--- config.mk ---
export PLATFORM = sky130hd
export DESIGN_NAME = pprt_device_flat
export DESIGN_NICKNAME = d
export VERILOG_FILES = /design/src/pprt_pkg.sv /design/src/pprt_if.sv /design/src/pprt_device.sv /design/src/flat_wrapper.sv
export SDC_FILE = /design/constraint.sdc
export NUM_CORES = 1
export LEC_CHECK = 0
export ABC_AREA = 1
export BUFFER_PORTS_ARGS = -buffer_cell sky130_fd_sc_hd__buf_2
export CAP_MARGIN = 10
export CORE_ASPECT_RATIO = 0.7
export CORE_MARGIN = 2
export CORE_UTILIZATION = 45
export CTS_BUF_LIST = sky130_fd_sc_hd__clkbuf_4 sky130_fd_sc_hd__clkbuf_8
export DETAILED_ROUTE_END_ITERATION = 16
export HOLD_SLACK_MARGIN = 0.06
export PLACE_DENSITY = 0.71
export SLEW_MARGIN = 40
export SYNTH_ARGS = -nofsm -noshare
export SYNTH_HDL_FRONTEND = slang
export SYNTH_SLANG_ARGS = --single-unit
export TNS_END_PERCENT = 1
--- constraint.sdc ---
create_clock -name CLK_I -period 2 [get_ports CLK_I]
set_input_delay 0.4 -clock CLK_I [delete_from_list [all_inputs] [get_ports CLK_I]]
set_output_delay 0.4 -clock CLK_I [all_outputs]
set_load 0.02 [all_outputs]
--- src/pprt_pkg.sv ---
// Overview of operation
// - host holds fundamental reset 100 ms minimum
// - 20 ms after release before training
// - 100 ms after release before link active
// - full image configured within 120 ms
// - periphery image configured within 120 ms
// - power-on to link active within 200 ms
// - speed select high gives 4-12 ms reset
// - logic held in reset until supplies good
// - reset release initialises device state machines
// - endpoint ready for training within 120 ms
// - function starts once link is active
// - low fundamental reset holds transceivers, endpoint
// - config done low during fabric configuration
package pprt_pkg;
    // ----------------------------------------------------------------
    // timing
    // ----------------------------------------------------------------
    localparam int CLK_HZ = 40_000_000;
    localparam int MS_CYCLES = CLK_HZ / 1000;
    localparam logic [15:0] MS_CYCLES_W = 16'(MS_CYCLES);
    localparam logic [7:0] PERST_MIN_MS = 8'h64;      // 100 ms
    localparam logic [7:0] TRAIN_MIN_MS = 8'h14;      // 20 ms
    localparam logic [7:0] ACTIVE_MIN_MS = 8'h64;     // 100 ms
    localparam logic [7:0] CONFIG_MAX_MS = 8'h78;     // 120 ms
    localparam logic [7:0] WAKE_MAX_MS = 8'hC8;       // 200 ms
    localparam logic [7:0] POR_FAST_MS = 8'h04;       // within 4..12 ms
    localparam logic [7:0] POR_SLOW_MS = 8'h0C;       // slow select bound
    localparam logic [7:0] FULL_CFG_MS = 8'h50;       // full image load time
    localparam logic [7:0] PERI_CFG_MS = 8'h0A;       // periphery load time
    localparam logic [7:0] MS_ZERO = 8'h00;
    localparam logic [7:0] MS_ONE = 8'h01;
    localparam logic [15:0] CYC_ZERO = 16'h0000;
    localparam logic [15:0] CYC_ONE = 16'h0001;

    typedef enum logic [2:0] {
        PPRT_POR = 3'b000,
        PPRT_CONFIG = 3'b001,
        PPRT_WAIT_RST = 3'b010,
        PPRT_WAIT_TRAIN = 3'b011,
        PPRT_TRAIN = 3'b100,
        PPRT_ACTIVE = 3'b101
    } pprt_dev_state_e;

    typedef enum logic [1:0] {
        PPRT_H_HOLD = 2'b00,
        PPRT_H_WAIT = 2'b01,
        PPRT_H_UP = 2'b10
    } pprt_host_state_e;
endpackage

--- src/pprt_if.sv ---
`timescale 1ns/1ps
// fundamental reset and link status between host and device
interface pprt_if;
    logic fundamental_reset_in_n;   // low holds the endpoint in reset
    logic train_ready;              // device endpoint may start training
    logic link_active;              // device link reached active state
    logic fabric_config_done;       // low while fabric loads

    modport host
    (
        output fundamental_reset_in_n,
        input train_ready,
        input link_active,
        input fabric_config_done
    );
    modport device
    (
        input fundamental_reset_in_n,
        output train_ready,
        output link_active,
        output fabric_config_done
    );
endinterface

--- src/pprt_device.sv ---
`timescale 1ns/1ps
// device end: power-on reset, image load, endpoint bring-up
module pprt_device
    import pprt_pkg::*;
    #(parameter logic [15:0] TICK_CYCLES = MS_CYCLES_W)
(
    input wire logic CLK_I,
    input wire logic RST_I,
    input wire logic SUPPLY_OK_I,
    input wire logic POR_SPEED_SELECT_I,
    input wire logic PERIPHERY_MODE_I,
    input wire logic LINK_TRAINED_I,
    pprt_if.device LINK,
    output logic CORE_RESET_O,
    output logic ENDPOINT_RESET_O,
    output logic FUNCTION_ENABLE_O,
    output logic FABRIC_CONFIG_PATH_O,
    output logic CONFIG_LATE_O
);
    logic [15:0] cyc_reg;
    logic tick;
    logic [15:0] rel_cyc_reg;
    logic rel_tick;
    logic [7:0] pwr_ms_reg;
    logic [7:0] phase_ms_reg;
    logic [7:0] since_rst_reg;
    logic periphery_reg;
    logic cfg_done_reg;
    logic train_reg;
    logic active_reg;
    logic perst_n;
    pprt_dev_state_e state_reg;

    assign perst_n = LINK.fundamental_reset_in_n;

    // ----------------------------------------------------------------
    // millisecond tick
    // ----------------------------------------------------------------
    // prescaler to 1 ms
    assign tick = (cyc_reg == TICK_CYCLES - CYC_ONE);

    always_ff @(posedge CLK_I)
    begin
        if (RST_I || tick)
            cyc_reg <= CYC_ZERO;
        else
            cyc_reg <= cyc_reg + CYC_ONE;
    end

    always_ff @(posedge CLK_I)
    begin
        if (RST_I || !SUPPLY_OK_I)
            pwr_ms_reg <= MS_ZERO;
        else if (tick && pwr_ms_reg != WAKE_MAX_MS)
            pwr_ms_reg <= pwr_ms_reg + MS_ONE;
    end

    // prescaler restarted at release, so the minimum waits
    // never lose a partial ms to the host's tick phase
    assign rel_tick = (rel_cyc_reg == TICK_CYCLES - CYC_ONE);

    always_ff @(posedge CLK_I)
    begin
        if (RST_I || !perst_n || rel_tick)
            rel_cyc_reg <= CYC_ZERO;
        else
            rel_cyc_reg <= rel_cyc_reg + CYC_ONE;
    end

    always_ff @(posedge CLK_I)
    begin
        if (RST_I || !perst_n)
            since_rst_reg <= MS_ZERO;
        else if (rel_tick && since_rst_reg != WAKE_MAX_MS)
            since_rst_reg <= since_rst_reg + MS_ONE;
    end

    // ----------------------------------------------------------------
    // sequencer
    // ----------------------------------------------------------------
    // supply loss restarts everything from power-on reset
    always_ff @(posedge CLK_I)
    begin
        if (RST_I || !SUPPLY_OK_I)
        begin
            state_reg <= PPRT_POR;
            phase_ms_reg <= MS_ZERO;
            periphery_reg <= 1'b0;
        end
        else
        begin
            if (tick)
                phase_ms_reg <= phase_ms_reg + MS_ONE;
            unique case (state_reg)
                PPRT_POR:
                begin
                    // fast reset delay when select is high
                    if (tick && phase_ms_reg ==
                        (POR_SPEED_SELECT_I ? POR_FAST_MS : POR_SLOW_MS))
                    begin
                        state_reg <= PPRT_CONFIG;
                        phase_ms_reg <= MS_ZERO;
                        periphery_reg <= PERIPHERY_MODE_I; // mode caught at end of power-on reset
                    end
                end
                PPRT_CONFIG:
                begin
                    // load time bounded well below 120 ms
                    if (tick && phase_ms_reg ==
                        (periphery_reg ? PERI_CFG_MS : FULL_CFG_MS))
                    begin
                        state_reg <= PPRT_WAIT_RST;
                        phase_ms_reg <= MS_ZERO;
                    end
                end
                PPRT_WAIT_RST:
                begin
                    // reset release starts the endpoint machine
                    if (perst_n)
                        state_reg <= PPRT_WAIT_TRAIN;
                end
                PPRT_WAIT_TRAIN:
                begin
                    // hold off training 20 ms after release
                    if (!perst_n)
                        state_reg <= PPRT_WAIT_RST;
                    else if (since_rst_reg >= TRAIN_MIN_MS)
                        state_reg <= PPRT_TRAIN;
                end
                PPRT_TRAIN:
                begin
                    // active no sooner than 100 ms after release
                    if (!perst_n)
                        state_reg <= PPRT_WAIT_RST;
                    else if (LINK_TRAINED_I && since_rst_reg >= ACTIVE_MIN_MS)
                        state_reg <= PPRT_ACTIVE;
                end
                PPRT_ACTIVE:
                begin
                    if (!perst_n)
                        state_reg <= PPRT_WAIT_RST;
                end
                default:
                begin
                    state_reg <= PPRT_POR;
                end
            endcase
        end
    end

    // ----------------------------------------------------------------
    // outputs
    // ----------------------------------------------------------------
    // done low while loading the fabric
    always_ff @(posedge CLK_I)
    begin
        if (RST_I)
            cfg_done_reg <= 1'b0;
        else
            cfg_done_reg <= (state_reg != PPRT_POR) && (state_reg != PPRT_CONFIG)
                && !(periphery_reg && state_reg != PPRT_ACTIVE);
    end

    // endpoint and transceivers follow fundamental reset
    always_ff @(posedge CLK_I)
    begin
        if (RST_I)
        begin
            CORE_RESET_O <= 1'b1;
            ENDPOINT_RESET_O <= 1'b1;
        end
        else
        begin
            CORE_RESET_O <= (state_reg == PPRT_POR);
            ENDPOINT_RESET_O <= !perst_n || state_reg == PPRT_POR;
        end
    end

    always_ff @(posedge CLK_I)
    begin
        if (RST_I)
        begin
            train_reg <= 1'b0;
            active_reg <= 1'b0;
            CONFIG_LATE_O <= 1'b0;
        end
        else
        begin
            train_reg <= (state_reg == PPRT_TRAIN);
            active_reg <= (state_reg == PPRT_ACTIVE);
            if (!SUPPLY_OK_I)
                CONFIG_LATE_O <= 1'b0;
            else if ((state_reg == PPRT_POR || state_reg == PPRT_CONFIG)
                && pwr_ms_reg >= CONFIG_MAX_MS)
                CONFIG_LATE_O <= 1'b1;
        end
    end

    always_ff @(posedge CLK_I)
    begin
        if (RST_I)
        begin
            FUNCTION_ENABLE_O <= 1'b0;
            FABRIC_CONFIG_PATH_O <= 1'b0;
        end
        else
        begin
            FUNCTION_ENABLE_O <= (state_reg == PPRT_ACTIVE);
            FABRIC_CONFIG_PATH_O <= (state_reg == PPRT_ACTIVE) && periphery_reg;
        end
    end

    assign LINK.train_ready = train_reg;
    assign LINK.link_active = active_reg;
    assign LINK.fabric_config_done = cfg_done_reg;
endmodule

--- src/flat_wrapper.sv ---
// flat-port wrapper written by rule: the top's interface ports become plain ports
module pprt_device_flat import pprt_pkg::*;
#(parameter logic [15:0] TICK_CYCLES = MS_CYCLES_W)
  (CLK_I, RST_I, SUPPLY_OK_I, POR_SPEED_SELECT_I, PERIPHERY_MODE_I, LINK_TRAINED_I, CORE_RESET_O, ENDPOINT_RESET_O, FUNCTION_ENABLE_O, FABRIC_CONFIG_PATH_O, CONFIG_LATE_O, LINK_fundamental_reset_in_n, LINK_train_ready, LINK_link_active, LINK_fabric_config_done);
  pprt_if LINK_i ();
  input wire logic CLK_I;
  input wire logic RST_I;
  input wire logic SUPPLY_OK_I;
  input wire logic POR_SPEED_SELECT_I;
  input wire logic PERIPHERY_MODE_I;
  input wire logic LINK_TRAINED_I;
  output logic CORE_RESET_O;
  output logic ENDPOINT_RESET_O;
  output logic FUNCTION_ENABLE_O;
  output logic FABRIC_CONFIG_PATH_O;
  output logic CONFIG_LATE_O;
  input wire logic [$bits(LINK_i.fundamental_reset_in_n)-1:0] LINK_fundamental_reset_in_n;
  output wire logic [$bits(LINK_i.train_ready)-1:0] LINK_train_ready;
  output wire logic [$bits(LINK_i.link_active)-1:0] LINK_link_active;
  output wire logic [$bits(LINK_i.fabric_config_done)-1:0] LINK_fabric_config_done;
  assign LINK_i.fundamental_reset_in_n = LINK_fundamental_reset_in_n;
  assign LINK_train_ready = LINK_i.train_ready;
  assign LINK_link_active = LINK_i.link_active;
  assign LINK_fabric_config_done = LINK_i.fabric_config_done;
  pprt_device #(.TICK_CYCLES(TICK_CYCLES)) u_core (.CLK_I(CLK_I), .RST_I(RST_I), .SUPPLY_OK_I(SUPPLY_OK_I), .POR_SPEED_SELECT_I(POR_SPEED_SELECT_I), .PERIPHERY_MODE_I(PERIPHERY_MODE_I), .LINK_TRAINED_I(LINK_TRAINED_I), .LINK(LINK_i), .CORE_RESET_O(CORE_RESET_O), .ENDPOINT_RESET_O(ENDPOINT_RESET_O), .FUNCTION_ENABLE_O(FUNCTION_ENABLE_O), .FABRIC_CONFIG_PATH_O(FABRIC_CONFIG_PATH_O), .CONFIG_LATE_O(CONFIG_LATE_O));
endmodule
**Word level (Yosys, flattened, before mapping)**

Cells that the tools add are included.

- Logic and storage cells: 81
- Output and inout port bits: 8
- Register bits after elaboration: 67
- Input port bits: 7

- Reductions and logical operators: 24
- Muxes and demuxes: 15
- $add $sub $neg: 5
- Equality and inequality tests: 19
- Order comparisons: 3
- Bitwise operators: 1

Operator list:

| cell | count |
|---|---|
| adder 16 x 1 -> 16 bit (second input constant) | 2 |
| == test 16 bit (second input constant) | 2 |
| adder 8 x 1 -> 8 bit (second input constant) | 3 |
| 2-to-1 mux 3 bit | 8 |
| 2-to-1 mux 8 bit | 3 |
| case mux 3 bit (6 select lines) | 1 |
| == test 8 bit | 2 |
| >= comparator 8 x 7 -> 1 bit (second input constant) | 2 |
| inequality test 8 bit (second input constant) | 2 |
| case mux 8 bit (2 select lines) | 1 |
| logical AND 1 bit | 10 |
| >= comparator 8 x 5 -> 1 bit (second input constant) | 1 |
| 2-to-1 mux 7 bit | 1 |
| == test 3 x 2 -> 1 bit (second input constant) | 2 |
| == test 3 bit (second input constant) | 2 |
| logical OR 1 bit | 6 |
| inequality test 3 x 2 -> 1 bit (second input constant) | 2 |
| AND reduction 6 bit | 1 |
| 2-to-1 mux 4 bit | 1 |
| inequality test 2 x 1 -> 1 bit (second input constant) | 2 |
| inequality test 2 bit (second input constant) | 2 |
| == test 3 x 1 -> 1 bit (second input constant) | 1 |
| zero test 1 bit | 3 |
| zero test 3 bit | 1 |
| other kinds (6) | 6 |

**Longest topological paths before layout**

Gate-level depths: netlist of run 1.

- Depth in word-level cells: 5
- Depth in mapped cells: 13
- Gate-level depth less buffers: 13

**Worst setup path before layout of run 1**

OpenSTA, ideal clock, no wires.

- Path kind: reg-to-reg
- Start: register u_core.cyc_reg[0]
- End: register u_core.pwr_ms_reg[3]
- Period minus slack after synthesis: 1.486 ns
- Data arrival time: 1.370 ns
- Library setup time: 0.116 ns
- Stages on the path, launching flop included: 11
- Slack: 0.514 ns
- Required time: 1.884 ns
- Path buffers: 0
- Path through: dfxtp_1 > ha_1 > nand2_2 > nor2_4 > nand2_2 > nor2_1 > nand2_4 > inv_6 > nand3_2 > o21ai_0 > nor2_1

- Longest elaborated chain between the ends: 2

RTL lines:

| element | RTL line | source |
|---|---|---|
| start, declared | pprt_device.sv:20 | `logic [15:0] cyc_reg;` |
| start signal, assigned | pprt_device.sv:47 | `cyc_reg <= cyc_reg + CYC_ONE;` |
| == test 16 bit | pprt_device.sv:40 | `assign tick = (cyc_reg == TICK_CYCLES - CYC_ONE);` |
| logical AND 1 bit | pprt_device.sv:54 | `else if (tick && pwr_ms_reg != WAKE_MAX_MS)` |
| end signal, assigned | pprt_device.sv:55 | `pwr_ms_reg <= pwr_ms_reg + MS_ONE;` |
| end, declared | pprt_device.sv:24 | `logic [7:0] pwr_ms_reg;` |

No other way between the ends.
A chain may end at the register's enable or synchronous reset.

**Worst setup path after layout of run 1**

- Start: register u_core.cyc_reg[0]
- End: register u_core.phase_ms_reg[2]

- Longest elaborated chain between the ends: 4
- Elaborated cells between the ends (all ways): 7
- Classes of those cells: eq/ne (1); mux (4); reduce/logical (2)

RTL lines:

| element | RTL line | source |
|---|---|---|
| == test 16 bit * | pprt_device.sv:40 |  |
| 2-to-1 mux 8 bit (tied with other cells) | pprt_device.sv:92 | `if (tick)` |
| 2-to-1 mux 8 bit (on tied branches) | pprt_device.sv:109, pprt_device.sv:98 |  |
| case mux 8 bit (2 select lines) * | pprt_device.sv:94 | `unique case (state_reg)` |
| end signal, assigned | pprt_device.sv:93 | `phase_ms_reg <= phase_ms_reg + MS_ONE;` |
| end, declared | pprt_device.sv:25 | `logic [7:0] phase_ms_reg;` |

Mark *: on every way between the ends. The rest lies on a longest branch, timed or not.

==> results of run 1 <==
==> cell usage after synthesis (2+ instances only) <==
cell type / count
buf_4: 2
xor2_1: 10
nand4_1: 17
nor2_2: 7
inv_2: 5
dfxtp_1: 67
o21ai_0: 14
nand2_1: 102
nand3_2: 7
nor2_4: 5
nor2_1: 56
xnor2_1: 7
ha_1: 8
nor3_2: 6
a211oi_1: 2
nand2_2: 7
or2_0: 3
or2_2: 2
o21bai_1: 2
nor3_1: 20
a21oi_1: 28
inv_1: 73
nand3_1: 39
nor4_1: 3
==> area by class of cell <==
type,count,area (µm²),area share [%]
clock inverter,5,55.1,1.40
clock buffer,10,131,3.34
tap,101,126,3.21
inverter,80,305,7.76
sequential,67,1340,34.1
multi-input combinational,355,1900,48.2
timing repair buffer,15,77.6,1.97
==> how the worst min path moves through the flow <==
stage                                                 start                                  to  slack (ns)  depth (start not counted)
final                           LINK_fundamental_reset_in_n  u_core.ENDPOINT_RESET_O$_SDFF_PP1_        0.31                          2
after global routing            LINK_fundamental_reset_in_n  u_core.ENDPOINT_RESET_O$_SDFF_PP1_        0.29                          2
after CTS                       LINK_fundamental_reset_in_n  u_core.ENDPOINT_RESET_O$_SDFF_PP1_        0.28                          2
after detailed placement  u_core.CONFIG_LATE_O$_SDFFE_PP0P_   u_core.CONFIG_LATE_O$_SDFFE_PP0P_        0.44                          2
after global placement         u_core.cyc_reg[0]$_SDFF_PP0_        u_core.cyc_reg[0]$_SDFF_PP0_        0.43                          1
after floorplan                u_core.cyc_reg[0]$_SDFF_PP0_        u_core.cyc_reg[0]$_SDFF_PP0_        0.42                          1
==> layer usage <==
metal	up-vias	wire (µm)	share of wire [%]	GRT usage, %
li1	1674	-	-	-
met1	1409	3810	53	24.9
met2	83	2850	40	24.7
met3	17	391	5.5	6.49
met4	0	126	1.8	7.75
met5	-	0	0	0
==> cells by family after synthesis <==
| logic type | Yosys count | share of synthesized area, % |
|---|---|---|
| AND/OR/NAND/NOR | 278 | 38.1 |
| buffers and inverters | 84 | 9.38 |
| flip-flops | 67 | 37.5 |
| AO/OA/AOI/OAI | 52 | 7.98 |
| XOR/XNOR | 17 | 4.17 |
| adder cells (fa/ha/maj) | 8 | 2.80 |
==> power breakdown <==
part	internal, mW	switching [mW]	total (mW)	leakage (nW)
clock network	0.578	0.512	1.09	0.0916
registers	1.35	0.0117	1.36	0.541
logic	0.0434	0.101	0.144	0.895
total	1.97	0.625	2.60	1.53
==> stage by stage <==
step / std cells / cell area, µm²
final: 633 / 3930
after global routing: 633 / 3930
after CTS: 633 / 3930
after detailed placement: 618 / 3750
after global placement: 618 / 3750
after floorplan: 506 / 3570
==> impl_metrics.yaml, run 1 <==
die:
  die_h_um: 78.6
  row_count: 27
  start_util_pct: 46.0
  dieArea_um2: 8680
  ios: 15
  core_um2: 7770
  fp.dieW_um: 111
power_and_ir_drop:
  leakage_nw: 1.53
  power_density_nw_per_um2: 660
  finalPower_mw: 2.60
  max-vdd-ir-drop_uv: 408
critical_path:
  crit_fanout: 7
  crit_start: "u_core.cyc_reg[0]$_SDFF_PP0_"
  cp_num_buf_inv: 1
  cp.required_ns: 2.24
  cp-start-kind: "register"
  slowest_delay_ns: 0.36
  critPathSlowestCell: "dfxtp_1"
  reg2reg_depth: 10
  cp-endpoint: "u_core.phase_ms_reg[2]$_SDFF_PP0_"
  reg2reg_from: "u_core.cyc_reg[0]$_SDFF_PP0_"
  reg2reg_slack_ns: 0.28
  arrival_ns: 1.96
  critical-path-top-delay-family: "simple AND/OR/NAND/NOR gates"
  crit_type: "register to register"
  path_cells: "ha_1 > nand2_2 > nor2_4 > nand3_2 > nor2_4 > nand2_1 > nand2_2 > nand3_2 > nand4_1 > inv_1"
  worstSetupPathDepth: 10
  r2r_end: "u_core.phase_ms_reg[2]$_SDFF_PP0_"
  end_kind: "register"
yosys:
  synth_flop_cell: "dfxtp_1"
  synth_area_leaders: "dfxtp_1 (38%), nand2_1 (11%), inv_1 (7.7%), nor2_1 (5.9%), nand3_1 (5.5%)"
  synth.avg_cell_area_um2: 7.06
  synth_top_area_share_pct: 37.5
  synth_warnings: 0
  ys_seq_area_share_pct: 37.5
  yosysUniqueCellTypes: 38
  synth_top_cell_by_area: "dfxtp_1"
  async_reset_ff_share_pct: 0
  synth_edf_count: 0
  postSynthCellCount: 506
  syn_area_um2: 3570
  postSynthNetCount: 521
  synth_seq_cells: 67
timing:
  slew_viol_final: 0
  fin_tns_setup_ns: 0
  period_needed_ns: 1.72
  setup_viol: 0
  max_freq_mhz: 582
  slew_headroom_pct: 70.5
  hold_viol: 0
  worst_slew_pin_slew_ns: 0.440
  period_share_pct: 86.0
  holdWs_ns: 0.307
  timing.final.ws_setup_ns: 0.280
  clock_skew_ns: 0.0131
  grt_setup_unrepaired: "no"
clock_tree:
  cts_buffers: 9
  cts-resized-gates: 0
  cts_tree: "done"
  postCtsSetupRepairBufs: 0
  clock_sinks: 67
  clkTransAtPathRegs_ns: 0.07
  htreeDepth: 3
  clock_path_buffers: 2
  clk_latency_ns: 0.35
  cts_hold_buffers: 0
  clockRootBuffer: "clkbuf_8"
global_route:
  grt_max_degree: 15
  track_usage_pct: 17.9
  overflow: 0
  grt_pass1_vias: 2919
  antenna_found_initial: 0
  grt_pass1_wl_um: 12800
route:
  wl_per_cell_um: 11.3
  drt_iter0_markers: 259
  drc: 0
  drt_pass1_iterations: 6
  antenna_left: 0
  postRouteWirelength_um: 7170
  vias: 3183
  via_per_inst: 5.03
placed_design:
  dpl_worst_slack_ns: 0.294
  dp_hpwl_um: 5390
  globalplace.congestion: 0.841
  numPortBuffers: 14
run_status:
  status: "completed"
cells_and_area:
  layout.nets: 543
  mostFrequentLayoutCells: "nand2_1 (102), inv_1 (73), dfxtp_1 (67)"
  final_layout_size_suffix_gt1_share_pct: 14.1
  area_growth_pct: 10.1
  num_antenna_cells: 0
  fillers: 754
  final_util_pct: 50.6
  final_common_cell: "nand2_1"
job:
  maxCapViolCount: 0
hold_path:
  worst_hold_path_type: "input port to register"
No activity file was read; power rests on OpenSTA's default activity.
==> run 2: changes to the inputs <==
ABC_AREA = default   (was 1)
==> impl_metrics.yaml, run 2 <==
die:
  fp.dieW_um: 104
  start_util_pct: 46.6
  core_um2: 6790
  die_h_um: 74.1
  ios: 15
  dieArea_um2: 7720
  row_count: 25
critical_path:
  crit_type: "register to register"
  end_kind: "register"
  crit_fanout: 4
  cp-start-kind: "register"
  arrival_ns: 2.20
  cp.required_ns: 2.28
placed_design:
  numPortBuffers: 14
  globalplace.congestion: 0.806
  dp_hpwl_um: 4120
  dpl_worst_slack_ns: 0.0436
timing:
  clock_skew_ns: 0.00868
  slew_headroom_pct: 74.4
  max_freq_mhz: 522
  setup_viol: 0
  timing.final.ws_setup_ns: 0.0844
  slew_viol_final: 0
  worst_slew_pin_slew_ns: 0.379
  period_needed_ns: 1.92
  hold_viol: 0
  period_share_pct: 95.8
  grt_setup_unrepaired: "yes"
route:
  via_per_inst: 5.29
  wl_per_cell_um: 12.0
  antenna_left: 0
  postRouteWirelength_um: 5860
  drc: 0
  drt_pass1_iterations: 4
  vias: 2577
  drt_iter0_markers: 108
cells_and_area:
  area_growth_pct: 13.8
  mostFrequentLayoutCells: "dfxtp_1 (65), nor2_1 (64), xnor2_1 (24)"
  layout.nets: 403
  final_common_cell: "dfxtp_1"
  final_util_pct: 53.0
  num_antenna_cells: 0
  final_layout_size_suffix_gt1_share_pct: 15.0
global_route:
  overflow: 0
  grt_pass1_wl_um: 10200
  grt_max_degree: 16
  grt_pass1_vias: 2201
  antenna_found_initial: 0
  track_usage_pct: 16.4
yosys:
  synth_seq_cells: 67
  yosys.cell_count.top_type: "dfxtp_1"
  synth_top_area_share_pct: 42.4
  synth_warnings: 0
  postSynthCellCount: 367
  synth_flop_cell: "dfxtp_1"
  synth_area_leaders: "dfxtp_1 (42%), nor2_1 (7.6%), xnor2_1 (6.6%), xor2_1 (4.7%), ha_1 (3.2%)"
  synth_common_cells: "dfxtp_1 (67), nor2_1 (64), xnor2_1 (24)"
  synth_edf_count: 0
  ys_seq_area_share_pct: 42.4
  syn_area_um2: 3160
  async_reset_ff_share_pct: 0
  synth_top_cell_by_area: "dfxtp_1"
  postSynthNetCount: 382
  yosysUniqueCellTypes: 46
  synth.avg_cell_area_um2: 8.62
hold_path:
  worst_hold_path_type: "input port to register"
clock_tree:
  clockRootBuffer: "clkbuf_8"
  htreeDepth: 3
  clk_latency_ns: 0.34
  cts_hold_buffers: 0
  cts_buffers: 9
  clkTransAtPathRegs_ns: 0.07
  clock_sinks: 67
  clock_path_buffers: 2
  cts_tree: "done"
power_and_ir_drop:
  power_density_nw_per_um2: 747
  leakage_nw: 1.25
  max-vdd-ir-drop_uv: 344
job:
  maxCapViolCount: 0
run_status:
  status: "completed"
==> run 2: cell types whose count changed after synthesis, sizes merged, moves of 8 or more <==
cell / delta
nand2: -91
inv: -59
nand3: -27
a21oi: -17
nor3: -17
xnor2: +17
and3: +8
==> run 2: final timing paths <==
path / slack (ns) / to / depth (start not counted) / from
min reg2reg: 0.50 / u_core.pwr_ms_reg[7]$_SDFFE_PP0P_ / 2 / u_core.pwr_ms_reg[7]$_SDFFE_PP0P_
min: 0.31 / u_core.periphery_reg$_SDFFE_PP0P_ / 3 / PERIPHERY_MODE_I
max reg2reg: 0.08 / u_core.since_rst_reg[5]$_SDFFE_PP0P_ / 7 / u_core.since_rst_reg[0]$_SDFFE_PP0P_
max: 0.08 / u_core.since_rst_reg[5]$_SDFFE_PP0P_ / 7 / u_core.since_rst_reg[0]$_SDFFE_PP0P_
==> run 2: metrics by stage <==
stage	hold slack (ns)	power, mW	cells	area [µm²]	TNS (ns)
after global routing	0.303	2.80	487	3600	-0.0469
after CTS	0.294	2.72	486	3580	0
final	0.307	2.69	487	3600	0
after detailed placement	0.488	1.44	470	3350	0
after floorplan	0.442	1.41	367	3160	0
after global placement	0.452	1.44	470	3350	0
==> run 2: area by class of cell <==
| cell class | instances | area [µm²] |
|---|---|---|
| Timing Repair Buffer | 23 | 138 |
| Fill cell | 615 | 3190 |
| Inverter | 20 | 75.1 |
| Sequential cell | 67 | 1340 |
| Tap cell | 94 | 118 |
| Clock buffer | 12 | 159 |
| Clock inverter | 4 | 72.6 |
| Multi-Input combinational cell | 267 | 1690 |
==> run 2: metal layers <==
metal  GRT usage, %  routed length [µm]  up-vias
li1               -                   -     1302
met1           22.3                3100     1198
met2           24.0                2390       68
met3           6.31                 308        9
met4           5.41                  64        0
met5              0                   0        -
==> run 2: critical path, cell delays in order (launching register included) <==
cell	delay, ns
dfxtp_2	0.35
inv_1	0.06
ha_1	0.20
and4bb_2	0.23
nand4_1	0.13
nand4_1	0.20
or4_4	0.57
a21oi_2	0.12
==> run 2: where the power goes <==
group / internal, mW / switching (mW) / leakage, nW
registers: 1.34 / 0.00624 / 0.541
logic: 0.0230 / 0.0371 / 0.592
clock network: 0.782 / 0.497 / 0.116
total: 2.15 / 0.540 / 1.25
==> run 2: kinds of logic after synthesis <==
family,count (synthesis),synth area share [%]
xor gates and xnor gates,41,11.4
adders and majority gates,8,3.17
muxes,5,1.62
and+or+nand+nor,178,30.1
buffers and inverters,33,4.39
AOI/OAI and AO/OA,35,6.96
DFF,67,42.4
==> run 2: what timing repair did <==
action,4_1_cts,5_1_grt
gates resized for setup,0,6
setup endpoints to repair,0,22
setup buffers,0,1
==> run 3: changes to the inputs <==
CELL_PAD_IN_SITES_DETAIL_PLACEMENT = 0   (was default)
CELL_PAD_IN_SITES_GLOBAL_PLACEMENT = 1   (was default)
PLACE_DENSITY = 0.87   (was 0.71)
==> impl_metrics.yaml, run 3 (synthesized netlist as in run 2, its figures left out) <==
run_status:
  status: "completed"
timing:
  clock_skew_ns: 0.00655
  max_freq_mhz: 533
  period_share_pct: 93.9
  period_needed_ns: 1.88
  setup_viol: 0
  hold_viol: 0
  worst_slew_pin_slew_ns: 0.335
  slew_headroom_pct: 77.5
  slew_viol_final: 0
  fin_tns_setup_ns: 0
  grt_setup_unrepaired: "yes"
route:
  postRouteWirelength_um: 5800
  drt_pass1_iterations: 5
  drc: 0
  via_per_inst: 5.11
  drt_iter0_markers: 129
  vias: 2497
  antenna_left: 0
  wl_per_cell_um: 11.9
clock_tree:
  htreeDepth: 3
  clock_sinks: 67
  clk_latency_ns: 0.34
  cts_hold_buffers: 0
  cts_buffers: 9
  clock_path_buffers: 2
  clkTransAtPathRegs_ns: 0.07
  cts_tree: "done"
  clockRootBuffer: "clkbuf_8"
cells_and_area:
  area_growth_pct: 13.1
  fillers: 641
  final_common_cell: "dfxtp_1"
  mostFrequentLayoutCells: "dfxtp_1 (65), nor2_1 (64), xnor2_1 (24)"
  final_layout_size_suffix_gt1_share_pct: 14.9
  num_antenna_cells: 0
  fin_area_um2: 3570
  instances_no_fill: 489
  layout.nets: 405
critical_path:
  cp_num_buf_inv: 0
  path_cells: "ha_1 > and4_1 > and4_1 > a211o_1 > nand4_1 > mux2_2"
  arrival_ns: 2.11
  cp.required_ns: 2.23
  cp-start-kind: "register"
  reg2reg_from: "u_core.cyc_reg[1]$_SDFF_PP0_"
  path_common_cell: "and4_1"
  critPathSlowestCell: "dfxtp_1"
  crit_fanout: 5
  r2r_end: "u_core.state_reg[0]$_SDFFE_PP0P_"
  end_kind: "register"
  crit_type: "register to register"
  slowest_delay_ns: 0.34
  cp-endpoint: "u_core.state_reg[0]$_SDFFE_PP0P_"
  reg2reg_depth: 6
  critical-path-top-delay-family: "simple AND/OR/NAND/NOR gates"
  reg2reg_slack_ns: 0.12
  crit_start: "u_core.cyc_reg[1]$_SDFF_PP0_"
  worstSetupPathDepth: 6
placed_design:
  numPortBuffers: 14
  dp.cells: 472
  place_area_um2: 3360
  dp_hpwl_um: 4090
  globalplace.congestion: 0.794
die:
  dieArea_um2: 7720
  row_count: 25
  die_h_um: 74.1
  start_util_pct: 46.6
  fp.dieW_um: 104
  core_um2: 6790
  ios: 15
power_and_ir_drop:
  power.share.clock_pct: 44.1
  power_density_nw_per_um2: 704
  power.switching_mw: 0.536
  max-vdd-ir-drop_uv: 267
  p_comb_share_pct: 2.4
  power_frac_seq_pct: 53.5
  power.internal_mw: 1.98
  p_sw_share_pct: 21.3
  leakage_nw: 1.24
global_route:
  grt_max_degree: 16
  track_usage_pct: 16.4
  grt_pass1_vias: 2238
  grt_pass1_wl_um: 10100
  antenna_found_initial: 0
  overflow: 0
hold_path:
  worst_hold_path_type: "input port to register"
job:
  maxCapViolCount: 0
-- run 3: cell count changes in the layout (fill, tap and decap cells not counted), sizes merged --
cell    previous run  this run
clkbuf            12        11
buf               23        25
clkinv             1         3
bufinv             2         1
-- run 3: per-stage QoR --
stage | worst slack (ns) | utilization, % | power [mW] | hold slack (ns)
floorplan | 0.0874 | - | 1.41 | 0.442
global placement | 0.137 | 49.5 | 1.44 | 0.441
detailed placement | 0.129 | 49.5 | 1.44 | 0.456
CTS | 0.102 | 52.4 | 2.55 | 0.318
global route | 0.0124 | 52.7 | 2.62 | 0.340
finish | 0.123 | 52.7 | 2.52 | 0.343
-- run 3: worst min path at each step --
stage | endpoint | startpoint | depth (start not counted) | slack, ns
after floorplan | u_core.cyc_reg[0]$_SDFF_PP0_ | u_core.cyc_reg[0]$_SDFF_PP0_ | 1 | 0.44
after detailed placement | u_core.CONFIG_LATE_O$_SDFFE_PP0P_ | u_core.CONFIG_LATE_O$_SDFFE_PP0P_ | 2 | 0.46
after global placement | u_core.CONFIG_LATE_O$_SDFFE_PP0P_ | u_core.CONFIG_LATE_O$_SDFFE_PP0P_ | 2 | 0.44
final | u_core.cyc_reg[2]$_SDFF_PP0_ | RST_I | 2 | 0.34
after CTS | u_core.cyc_reg[2]$_SDFF_PP0_ | RST_I | 2 | 0.32
after global routing | u_core.cyc_reg[2]$_SDFF_PP0_ | RST_I | 2 | 0.34
-- run 3: worst register-to-register path, stage by stage (launching register included) --
cell	delay [ns]
dfxtp_1	0.34
ha_1	0.20
and4_1	0.19
and4_1	0.28
a211o_1	0.31
nand4_1	0.12
mux2_2	0.34
-- run 3: power groups by stage --
stage / Clock, mW / Sequential (mW) / Combinational (mW)
after detailed placement: 0 / 1.38 / 0.0604
after global placement: 0 / 1.38 / 0.0615
after CTS: 1.14 / 1.35 / 0.0608
final: 1.11 / 1.35 / 0.0603
after global routing: 1.20 / 1.35 / 0.0696
after floorplan: 0 / 1.38 / 0.0352
-- run 3: cell type report --
| type | instances | area (µm²) | area share, % |
|---|---|---|---|
| timing repair buffer | 25 | 153 | 4.27 |
| tap | 94 | 118 | 3.29 |
| inverter | 20 | 75.1 | 2.10 |
| clock buffer | 11 | 145 | 4.06 |
| clock inverter | 5 | 52.6 | 1.47 |
| sequential | 67 | 1340 | 37.6 |
| multi-input combinational | 267 | 1690 | 47.2 |
-- run 3: what timing repair did --
action / CTS / global route
buffers inserted: 0 / 1
endpoints found under the setup margin: 0 / 4
resized for setup: 0 / 3
-- run 3: metal layers --
layer  share of wire (%)  GRT usage, %
met5                   0             0
met4                 1.6          6.31
met3                 4.6          5.35
met2                  41          25.7
met1                  53          21.5
